<file path="src/core/pwd_pkg.sv">
// Constants and types for the pickup wheel decoder.
// Assumes a 10 MHz single clock; configuration arrives as plain ports.
package pwd_pkg;
	localparam int unsigned NUM_INPUTS = 6;
	localparam int unsigned CNT_W = 10;
	localparam int unsigned PER_W = 24;
	localparam int unsigned ANG_W = 16;
	// Events per revolution limits
	localparam logic [9:0] EV_MIN = 10'h003;
	localparam logic [9:0] EV_MAX = 10'h1f4;
	// Gap threshold: interval above 3/2 of the previous one
	localparam int unsigned GAP_NUM = 3;
	localparam int unsigned GAP_DEN = 2;
	// Extended index window: 75 % of a tooth period, as 3/4
	localparam int unsigned EXT_NUM = 3;
	localparam int unsigned EXT_DEN = 4;
	// Plain index window: 25 % of a tooth period
	localparam int unsigned IDX_DEN = 4;
	// Wheel types
	typedef enum logic [2:0] {
		PWD_T_NONE = 3'b000,
		PWD_T_N = 3'b001,
		PWD_T_NP1 = 3'b010,
		PWD_T_NP1X = 3'b011,
		PWD_T_NM1 = 3'b100,
		PWD_T_NM2 = 3'b101,
		PWD_T_MAG = 3'b110,
		PWD_T_SINGLE = 3'b111
	} pwd_type_t;
	// Input polarity
	typedef enum logic [1:0] {
		PWD_P_PASSIVE = 2'b00,
		PWD_P_ACT_LOW = 2'b01,
		PWD_P_ACT_HIGH = 2'b10
	} pwd_pol_t;
	// Learning of set-two offset
	typedef enum logic [1:0] {
		PWD_L_IDLE = 2'b00,
		PWD_L_WAIT1 = 2'b01,
		PWD_L_WAIT2 = 2'b10,
		PWD_L_DONE = 2'b11
	} pwd_learn_t;
endpackage

</file>
<file path="src/core/pwd_channel.sv">
// One pickup channel: edge detection, interval timing, index finding.
// Assumes the pin is synchronous to ref_clk and configuration is static.
`timescale 1ns/1ps
`default_nettype none
module pwd_channel (
	// Clock and reset
	input wire logic ref_clk,
	input wire logic rstn,
	// Pin and configuration
	input wire logic pin,
	input wire logic [2:0] wheel_type,
	input wire logic [1:0] polarity,
	input wire logic [9:0] num_events,
	// Results
	output logic event_p,
	output logic index_p,
	output logic sync_err_p,
	output logic dir_err_p,
	output logic [23:0] period_q
);
	logic pin_q, seen_q;
	logic [23:0] timer_q, last_q;
	logic [9:0] cnt_q;
	logic [9:0] exp_cnt;
	logic active, edge_det, cfg_ok, is_gap, is_short, short_ok, want_gap;
	logic [25:0] gap_lim, last_x3;
	logic [25:0] ext_lim, idx_lim;
	logic np1_short, no_index;

	// Passive and active-low detect falling edges, active-high rising
	assign active = (wheel_type != pwd_pkg::PWD_T_NONE)
		&& cfg_ok;
	assign cfg_ok = (num_events >= pwd_pkg::EV_MIN)
		&& (num_events <= pwd_pkg::EV_MAX);
	assign edge_det = active && ((polarity == pwd_pkg::PWD_P_ACT_HIGH) ?
		(pin && !pin_q) : (!pin && pin_q));

	// Gap and index classification against the previous interval
	assign last_x3 = 26'(last_q) * 26'(pwd_pkg::GAP_NUM);
	assign gap_lim = 26'(timer_q) * 26'(pwd_pkg::GAP_DEN);
	assign is_gap = seen_q && (gap_lim > last_x3);
	assign ext_lim = 26'(timer_q) * 26'(pwd_pkg::EXT_DEN);
	assign idx_lim = 26'(timer_q) * 26'(pwd_pkg::IDX_DEN);
	assign is_short = seen_q && (idx_lim < 26'(last_q));
	// Extended mode takes the extra tooth anywhere up to 75 % of a period
	assign short_ok = (wheel_type == pwd_pkg::PWD_T_NP1X) ?
		(ext_lim < 26'(last_q) * 26'(pwd_pkg::EXT_NUM))
		: is_short;
	assign want_gap = (wheel_type == pwd_pkg::PWD_T_NM1)
		|| (wheel_type == pwd_pkg::PWD_T_NM2);
	// Extra tooth on plus-one wheels; plain and magnet wheels carry no index
	assign np1_short = short_ok && (wheel_type == pwd_pkg::PWD_T_NP1
		|| wheel_type == pwd_pkg::PWD_T_NP1X);
	assign no_index = (wheel_type == pwd_pkg::PWD_T_N)
		|| (wheel_type == pwd_pkg::PWD_T_MAG);

	// Expected events between index marks per wheel type
	always_comb begin
		case (wheel_type)
			pwd_pkg::PWD_T_NP1,
			pwd_pkg::PWD_T_NP1X: exp_cnt = num_events + 10'h001;
			pwd_pkg::PWD_T_NM1: exp_cnt = num_events - 10'h001;
			pwd_pkg::PWD_T_NM2: exp_cnt = num_events - 10'h002;
			pwd_pkg::PWD_T_SINGLE: exp_cnt = 10'h001;
			default: exp_cnt = num_events;
		endcase
	end

	// Interval timer and event counter
	always_ff @(posedge ref_clk) begin
		if (!rstn) begin
			pin_q <= 1'b0;
			seen_q <= 1'b0;
			timer_q <= 24'h000000;
			last_q <= 24'h000000;
			cnt_q <= 10'h000;
			period_q <= 24'h000000;
			event_p <= 1'b0;
			index_p <= 1'b0;
			sync_err_p <= 1'b0;
			dir_err_p <= 1'b0;
		end else begin
			pin_q <= pin;
			event_p <= edge_det;
			index_p <= 1'b0;
			sync_err_p <= 1'b0;
			dir_err_p <= 1'b0;
			if (timer_q != 24'hffffff)
				timer_q <= timer_q + 24'h000001;
			if (!active) begin
				seen_q <= 1'b0;
				cnt_q <= 10'h000;
			end else if (edge_det) begin
				timer_q <= 24'h000001;
				seen_q <= 1'b1;
				if (!np1_short) begin
					last_q <= timer_q;
					period_q <= timer_q;
				end
				if ((want_gap && is_gap) || np1_short
					|| wheel_type == pwd_pkg::PWD_T_SINGLE) begin
					index_p <= 1'b1;
					cnt_q <= 10'h001;
					// Events since the last index, this one excluded
					if (cnt_q != exp_cnt && cnt_q != 10'h000)
						sync_err_p <= 1'b1;
				end else if (no_index) begin
					// Plain and magnet wheels wrap per turn, no index
					cnt_q <= (cnt_q + 10'h001 >= exp_cnt) ? 10'h000
						: cnt_q + 10'h001;
				end else begin
					cnt_q <= cnt_q + 10'h001;
					// Too many teeth without index: wrong rotation or noise
					if (cnt_q >= exp_cnt && wheel_type != pwd_pkg::PWD_T_NP1X)
						dir_err_p <= 1'b1;
				end
			end
		end
	end
endmodule
`default_nettype wire

</file>
<file path="src/core/pwd_top.sv">
// Pickup wheel decoder: six channels, two redundant sets, offset learning.
// Assumes synchronous pins and that configuration holds while running.
//
// Operation
// - An input set to unused ignores all its edges.
// - Plain tooth mode expects N evenly spaced events, no index.
// - Plus-one mode expects N+1 events; the extra event is the index.
// - Extended plus-one accepts the index within 75 % of a tooth period.
// - Extended plus-one mode never reports wrong rotation direction.
// - Minus-one mode finds the single gap and takes index from it.
// - Minus-two mode finds the double gap and takes index from it.
// - Magnet-count and single-magnet inputs pair on one disc.
// - Single-event mode expects one event per revolution.
// - Camshaft mounting of input 0 halves set1_rev_period; other inputs and position are not scaled.
// - Polarity is passive, active-low or active-high; edges follow it.
// - Each input belongs to set one or set two.
// - Index offset applies, adjusted by measured minus nominal angle.
// - Redundancy enable allows two sets; otherwise only set one works.
// - Offset configurable for set one; set two learns it.
// - First start syncs both sets, then redundancy available rises.
// - Learned offset persists and clears on new configuration.
// - No direct write path exists for the set-two offset.
`timescale 1ns/1ps
`default_nettype none
module pwd_top (
	// Clock and reset
	input wire logic ref_clk,
	input wire logic rstn,
	// Pickup pins
	input wire logic [5:0] pickup_pin,
	// Per-input configuration, three bits per type
	input wire logic [17:0] cfg_type,
	input wire logic [11:0] cfg_polarity,
	input wire logic [59:0] cfg_events,
	input wire logic [5:0] cfg_camshaft,
	input wire logic [5:0] cfg_set_two,
	// Global configuration
	input wire logic cfg_redundancy_en,
	input wire logic cfg_load,
	input wire logic [15:0] cfg_index_offset,
	input wire logic [15:0] cfg_measured_angle,
	input wire logic [15:0] cfg_nominal_angle,
	input wire logic cfg_adjust_en,
	// Status
	output logic [5:0] index_out,
	output logic [5:0] sync_err_out,
	output logic [5:0] dir_err_out,
	output logic [23:0] set1_rev_period,
	output logic set1_index,
	output logic set2_index,
	output logic [15:0] set1_offset,
	output logic [15:0] set2_offset,
	output logic redundancy_available
);
	logic [5:0] ev_p, idx_p, serr_p, derr_p;
	logic [23:0] per [6];
	logic [5:0] idx_set1, idx_set2;
	logic [15:0] eff_offset;
	logic [15:0] learn_ctr_q, learned_q;
	logic learned_valid_q;
	logic [23:0] per_scaled;
	pwd_pkg::pwd_learn_t lst_q, lst_d;

	// One decoder per pickup input
	genvar gi;
	generate
		for (gi = 0; gi < 6; gi++) begin : g_ch
			pwd_channel u_ch (
				.ref_clk(ref_clk),
				.rstn(rstn),
				.pin(pickup_pin[gi]),
				.wheel_type(cfg_type[3*gi +: 3]),
				.polarity(cfg_polarity[2*gi +: 2]),
				.num_events(cfg_events[10*gi +: 10]),
				.event_p(ev_p[gi]),
				.index_p(idx_p[gi]),
				.sync_err_p(serr_p[gi]),
				.dir_err_p(derr_p[gi]),
				.period_q(per[gi])
			);
			// Group indexes by set; set two only counts when redundancy on
			assign idx_set1[gi] = idx_p[gi] && !cfg_set_two[gi];
			assign idx_set2[gi] = idx_p[gi] && cfg_set_two[gi]
				&& cfg_redundancy_en;
		end
	endgenerate

	// Offset with calibration difference added; wraps modulo 16 bits
	assign eff_offset = cfg_adjust_en ?
		cfg_index_offset + (cfg_measured_angle - cfg_nominal_angle)
		: cfg_index_offset;
	// Camshaft turns once per two crank revolutions: halve its period
	assign per_scaled = cfg_camshaft[0] ? {1'b0, per[0][23:1]}
		: per[0];

	// Learning sequence on first start after a configuration load
	always_comb begin
		lst_d = lst_q;
		case (lst_q)
			pwd_pkg::PWD_L_IDLE:
				if (cfg_redundancy_en && !learned_valid_q && |idx_set1)
					lst_d = pwd_pkg::PWD_L_WAIT2;
			pwd_pkg::PWD_L_WAIT2:
				if (|idx_set2)
					lst_d = pwd_pkg::PWD_L_DONE;
				else if (|idx_set1)
					lst_d = pwd_pkg::PWD_L_WAIT1;
			pwd_pkg::PWD_L_WAIT1:
				if (|idx_set2)
					lst_d = pwd_pkg::PWD_L_DONE;
			pwd_pkg::PWD_L_DONE:
				lst_d = pwd_pkg::PWD_L_DONE;
			default: lst_d = pwd_pkg::PWD_L_IDLE;
		endcase
		if (cfg_load)
			lst_d = pwd_pkg::PWD_L_IDLE;
	end

	// Learned offset: only written by the learning sequence
	always_ff @(posedge ref_clk) begin
		if (!rstn) begin
			lst_q <= pwd_pkg::PWD_L_IDLE;
			learn_ctr_q <= 16'h0000;
			learned_q <= 16'h0000;
			learned_valid_q <= 1'b0;
		end else begin
			lst_q <= lst_d;
			// Starts at one so the set-two index cycle itself is counted
			if (lst_q == pwd_pkg::PWD_L_IDLE || |idx_set1)
				learn_ctr_q <= 16'h0001;
			else if (learn_ctr_q != 16'hffff)
				learn_ctr_q <= learn_ctr_q + 16'h0001;
			if (cfg_load) begin
				learned_q <= 16'h0000;
				learned_valid_q <= 1'b0;
			end else if (lst_q != pwd_pkg::PWD_L_DONE
				&& lst_q != pwd_pkg::PWD_L_IDLE && |idx_set2) begin
				// Set-one offset plus cycles since set-one index
				learned_q <= eff_offset + learn_ctr_q;
				learned_valid_q <= 1'b1;
			end
		end
	end

	// Registered outputs
	always_ff @(posedge ref_clk) begin
		if (!rstn) begin
			index_out <= 6'h00;
			sync_err_out <= 6'h00;
			dir_err_out <= 6'h00;
			set1_rev_period <= 24'h000000;
			set1_index <= 1'b0;
			set2_index <= 1'b0;
			set1_offset <= 16'h0000;
			set2_offset <= 16'h0000;
			redundancy_available <= 1'b0;
		end else begin
			index_out <= idx_p;
			sync_err_out <= serr_p;
			dir_err_out <= derr_p;
			set1_rev_period <= per_scaled;
			set1_index <= |idx_set1;
			set2_index <= |idx_set2;
			set1_offset <= eff_offset;
			set2_offset <= learned_q;
			redundancy_available <= learned_valid_q
				&& cfg_redundancy_en;
		end
	end
endmodule
`default_nettype wire

</file>
<file path="config.mk">
export PLATFORM = sky130hd
export DESIGN_NAME = pwd_top
export DESIGN_NICKNAME = d
export VERILOG_FILES = /design/src/core/pwd_pkg.sv /design/src/core/pwd_channel.sv /design/src/core/pwd_top.sv
export SDC_FILE = /design/constraint.sdc
export NUM_CORES = 2
export LEC_CHECK = 0
export ABC_AREA = 1
export BUFFER_PORTS_ARGS = -buffer_cell sky130_fd_sc_hd__buf_2
export CAP_MARGIN = 0
export CORE_UTILIZATION = 64
export DETAILED_ROUTE_END_ITERATION = 8
export PLACE_DENSITY = 0.83
export SYNTH_ARGS = -nofsm -noshare
export SYNTH_HDL_FRONTEND = slang
export SYNTH_SLANG_ARGS = --single-unit
</file>
<file path="constraint.sdc">
create_clock -name ref_clk -period 6.85 [get_ports ref_clk]
set_input_delay 1.37 -clock ref_clk [delete_from_list [all_inputs] [get_ports ref_clk]]
set_output_delay 1.37 -clock ref_clk [all_outputs]
set_load 0.02 [all_outputs]
</file>
==> flow_metrics.py <==
metrics = {
    "status": {
        "status": "completed",
    },
    "global_route": {
        "grt.overflow.total": 0,
        "grt_first_pass_wirelength_mm": 201,
        "grt_util_all_layers": 0.315,
        "grt_max_degree": 96,
        "grt_pass1_vias": 43500,
        "antenna_found_initial": 1,
    },
    "sta": {
        "rsz0062_at_grt": "false",
        "tightest_slew_ns": 1.10,
        "setup_viol": 0,
        "max_freq_mhz": 195,
        "hold_violations": 0,
        "slew_headroom": 0.267,
        "layout_min_cycle_time_ns": 5.14,
        "setup_ws_ns": 1.71,
        "layout_worst_path_cycle_share": 0.750,
        "skew_ns": 0.0185,
        "maxSlewViolCount": 0,
        "totalNegativeSetupSlack_ns": 0,
    },
    "logic_synthesis": {
        "ys_warn_count": 0,
        "synth-edff-count": 0,
        "synth_area_um2": 46700,
        "seq_area_frac_synth": 0.210,
        "synth_top_flop_cell": "dfxtp_1",
        "postSynthCellCount": 6851,
        "syn_nets": 7814,
        "synth_cell_types": 67,
        "synth_seq_cells": 490,
        "synth_area_per_cell_um2": 6.81,
        "async_flop_share": 0,
    },
    "hold_path": {
        "hold_class": "register to register",
    },
    "layout": {
        "postLayoutCellArea_um2": 50600,
        "insertedDiodeCount": 0,
        "num-fill-cells": 6182,
        "drive_above_1_share": 0.0715,
        "final_cell_mix": "nand2_1, inv_1, ha_1",
        "fin_nets": 8021,
        "final_common_cell": "nand2_1",
        "post-route-util": 0.705,
        "multi_input_comb_area_um2": 32300,
        "synthToLayoutAreaGrowth_pct": 8.47,
        "seq_area_um2": 9810,
    },
    "pwr": {
        "power.density_nw_per_um2": 159,
        "ir_worst_vdd_mv": 0.214,
        "leakage_nw": 25.1,
        "switchingPower_mw": 2.53,
        "finalPower_mw": 8.04,
        "switching_share": 0.315,
        "comb_power_share": 0.217,
        "p_seq_frac": 0.371,
        "intPower_mw": 5.51,
        "p_clk_frac": 0.413,
    },
    "place": {
        "dp_hpwl_mm": 92.9,
        "io_buffers": 232,
        "gp_congestion": 0.949,
        "post_dp_cell_area_um2": 48600,
        "pre_cts_ws_ns": 1.11,
    },
    "clocking": {
        "root_buffer": "clkbuf_16",
        "cts.sinks": 490,
        "cts.htree.levels": 2,
        "numCtsBuffers": 57,
        "clk_pin_slew_ns": 0.07,
        "postCtsSetupRepairBufs": 0,
        "tritoncts": "yes",
        "cts_hold_buf": 0,
        "cts_resized": 0,
        "ctsLongestPathBuffers": 3,
        "clk_latency_ns": 0.63,
    },
    "route": {
        "drtIter0Drc": 3224,
        "vias": 46100,
        "dr.pass1.iters": 6,
        "viasPerCell": 5.73,
        "drc_errors": 0,
        "drt_wl_total_mm": 120,
        "ant_nets": 0,
        "post_drt_wl_per_cell_um": 14.9,
    },
    "setup_path": {
        "worst_setup_path_end_kind": "register",
        "startpoint_type": "input pin",
        "required_ns": 7.37,
        "regToRegSetupSlack_ns": 2.04,
        "path_delay_family": "compound AO/OA/AOI/OAI gates",
        "path_buf_inv": 4,
        "crit_type": "input pin to register",
        "crit_top_cell": "nand2_1",
        "crit_fanout": 5,
        "critPathSlowestCell": "fa_1",
        "crit_arrival_ns": 5.66,
        "max_stage_delay_ns": 0.54,
    },
    "flow_run": {
        "max_cap_viol_count": 0,
    },
    "floorplanning": {
        "die_area_um2": 74000,
        "num_rows": 98,
        "ioPinCount": 238,
        "initial_utilization": 0.650,
        "core_area_um2": 71900,
        "die_x_um": 272,
        "dieHeight_um": 272,
    },
}
## state kept, by name, indices dropped and copies added (netlist names), 2 cells and up
register,flops
g_ch.u_ch.last_q,120
g_ch.u_ch.seen_q,6
g_ch.u_ch.period_q,24
sync_err_out,6
set2_offset,16
g_ch.u_ch.pin_q,6
set1_rev_period,24
lst_q,2
index_out,6
g_ch.u_ch.sync_err_p,6
g_ch.u_ch.index_p,6
dir_err_out,6
g_ch.u_ch.timer_q,144
learned_q,16
g_ch.u_ch.cnt_q,60
g_ch.u_ch.dir_err_p,6
set1_offset,16
learn_ctr_q,16
## metrics by stage
| stage | hold WS (ns) | cells |
|---|---|---|
| floorplan | 0.390 | 6851 |
| global placement | 0.398 | 7949 |
| detailed placement | 0.403 | 7949 |
| CTS | 0.416 | 8054 |
| global route | 0.451 | 8054 |
| finish | 0.423 | 8054 |
## metal layers
layer / GRT usage / part of all wire
met1: 0.412 / 0.46
met2: 0.546 / 0.47
met3: 0.0322 / 0.049
met4: 0.0939 / 0.023
met5: 0 / 0.00011
## layout make-up
type	count	share of cell area
Timing Repair Buffer	242	0.0248
Multi-Input combinational cell	5198	0.639
Tap cell	950	0.0235
Sequential cell	490	0.194
Inverter	1069	0.0793
Clock buffer	74	0.0320
Clock inverter	31	0.00801
## Yosys cell counts, drive strengths merged (45+ instances only)
library cell | n | area, um^2
a21oi | 778 | 4140
a31oi | 45 | 282
clkbuf | 55 | 206
dfxtp | 490 | 9810
ha | 774 | 9680
inv | 1054 | 3960
nand2 | 1249 | 4820
nand3 | 427 | 2180
nand4 | 114 | 713
nor2 | 635 | 2420
nor3 | 160 | 801
o21ai | 397 | 1990
xnor2 | 61 | 534
xor2 | 171 | 1500
## kinds of logic (layout without fill, tap and decap cells)
logic type               after synthesis  after routing  synth area share
AND/OR/NAND/NOR                     2694           2694             0.250
AO/OA/AOI/OAI                       1470           1470             0.180
buffers and inverters               1163           1416            0.0972
adder cells (fa/ha/maj)              802            802             0.219
flip-flops                           490            490             0.210
XOR/XNOR                             232            232            0.0435
## final timing paths
kind	startpoint	to	depth (start not counted)
min reg2reg	learned_q[9]$_SDFFE_PP0P_	set2_offset[9]$_SDFF_PN0_	2
min	learned_q[9]$_SDFFE_PP0P_	set2_offset[9]$_SDFF_PN0_	2
max reg2reg	g_ch[5].u_ch.last_q[1]$_SDFFE_PN0P_	g_ch[5].u_ch.last_q[16]$_SDFFE_PN0P_	25
max	cfg_index_offset[1]	learned_q[15]$_SDFFE_PP0P_	28
## power by group through the flow
| stage | logic (mW) | clock network [mW] | registers [mW] |
|---|---|---|---|
| after floorplan | 1.23 | 0 | 3.05 |
| after global placement | 1.65 | 0 | 3.04 |
| after detailed placement | 1.71 | 0 | 3.04 |
| after CTS | 1.72 | 3.36 | 2.98 |
| after global routing | 1.98 | 3.48 | 2.99 |
| final | 1.74 | 3.32 | 2.98 |
## tightest hold or removal path, cell delays in order, from the launching register on
cell	delay, ns
dfxtp_1	0.31
nand2_1	0.05
inv_1	0.03
(Power assumes the default switching activity.)
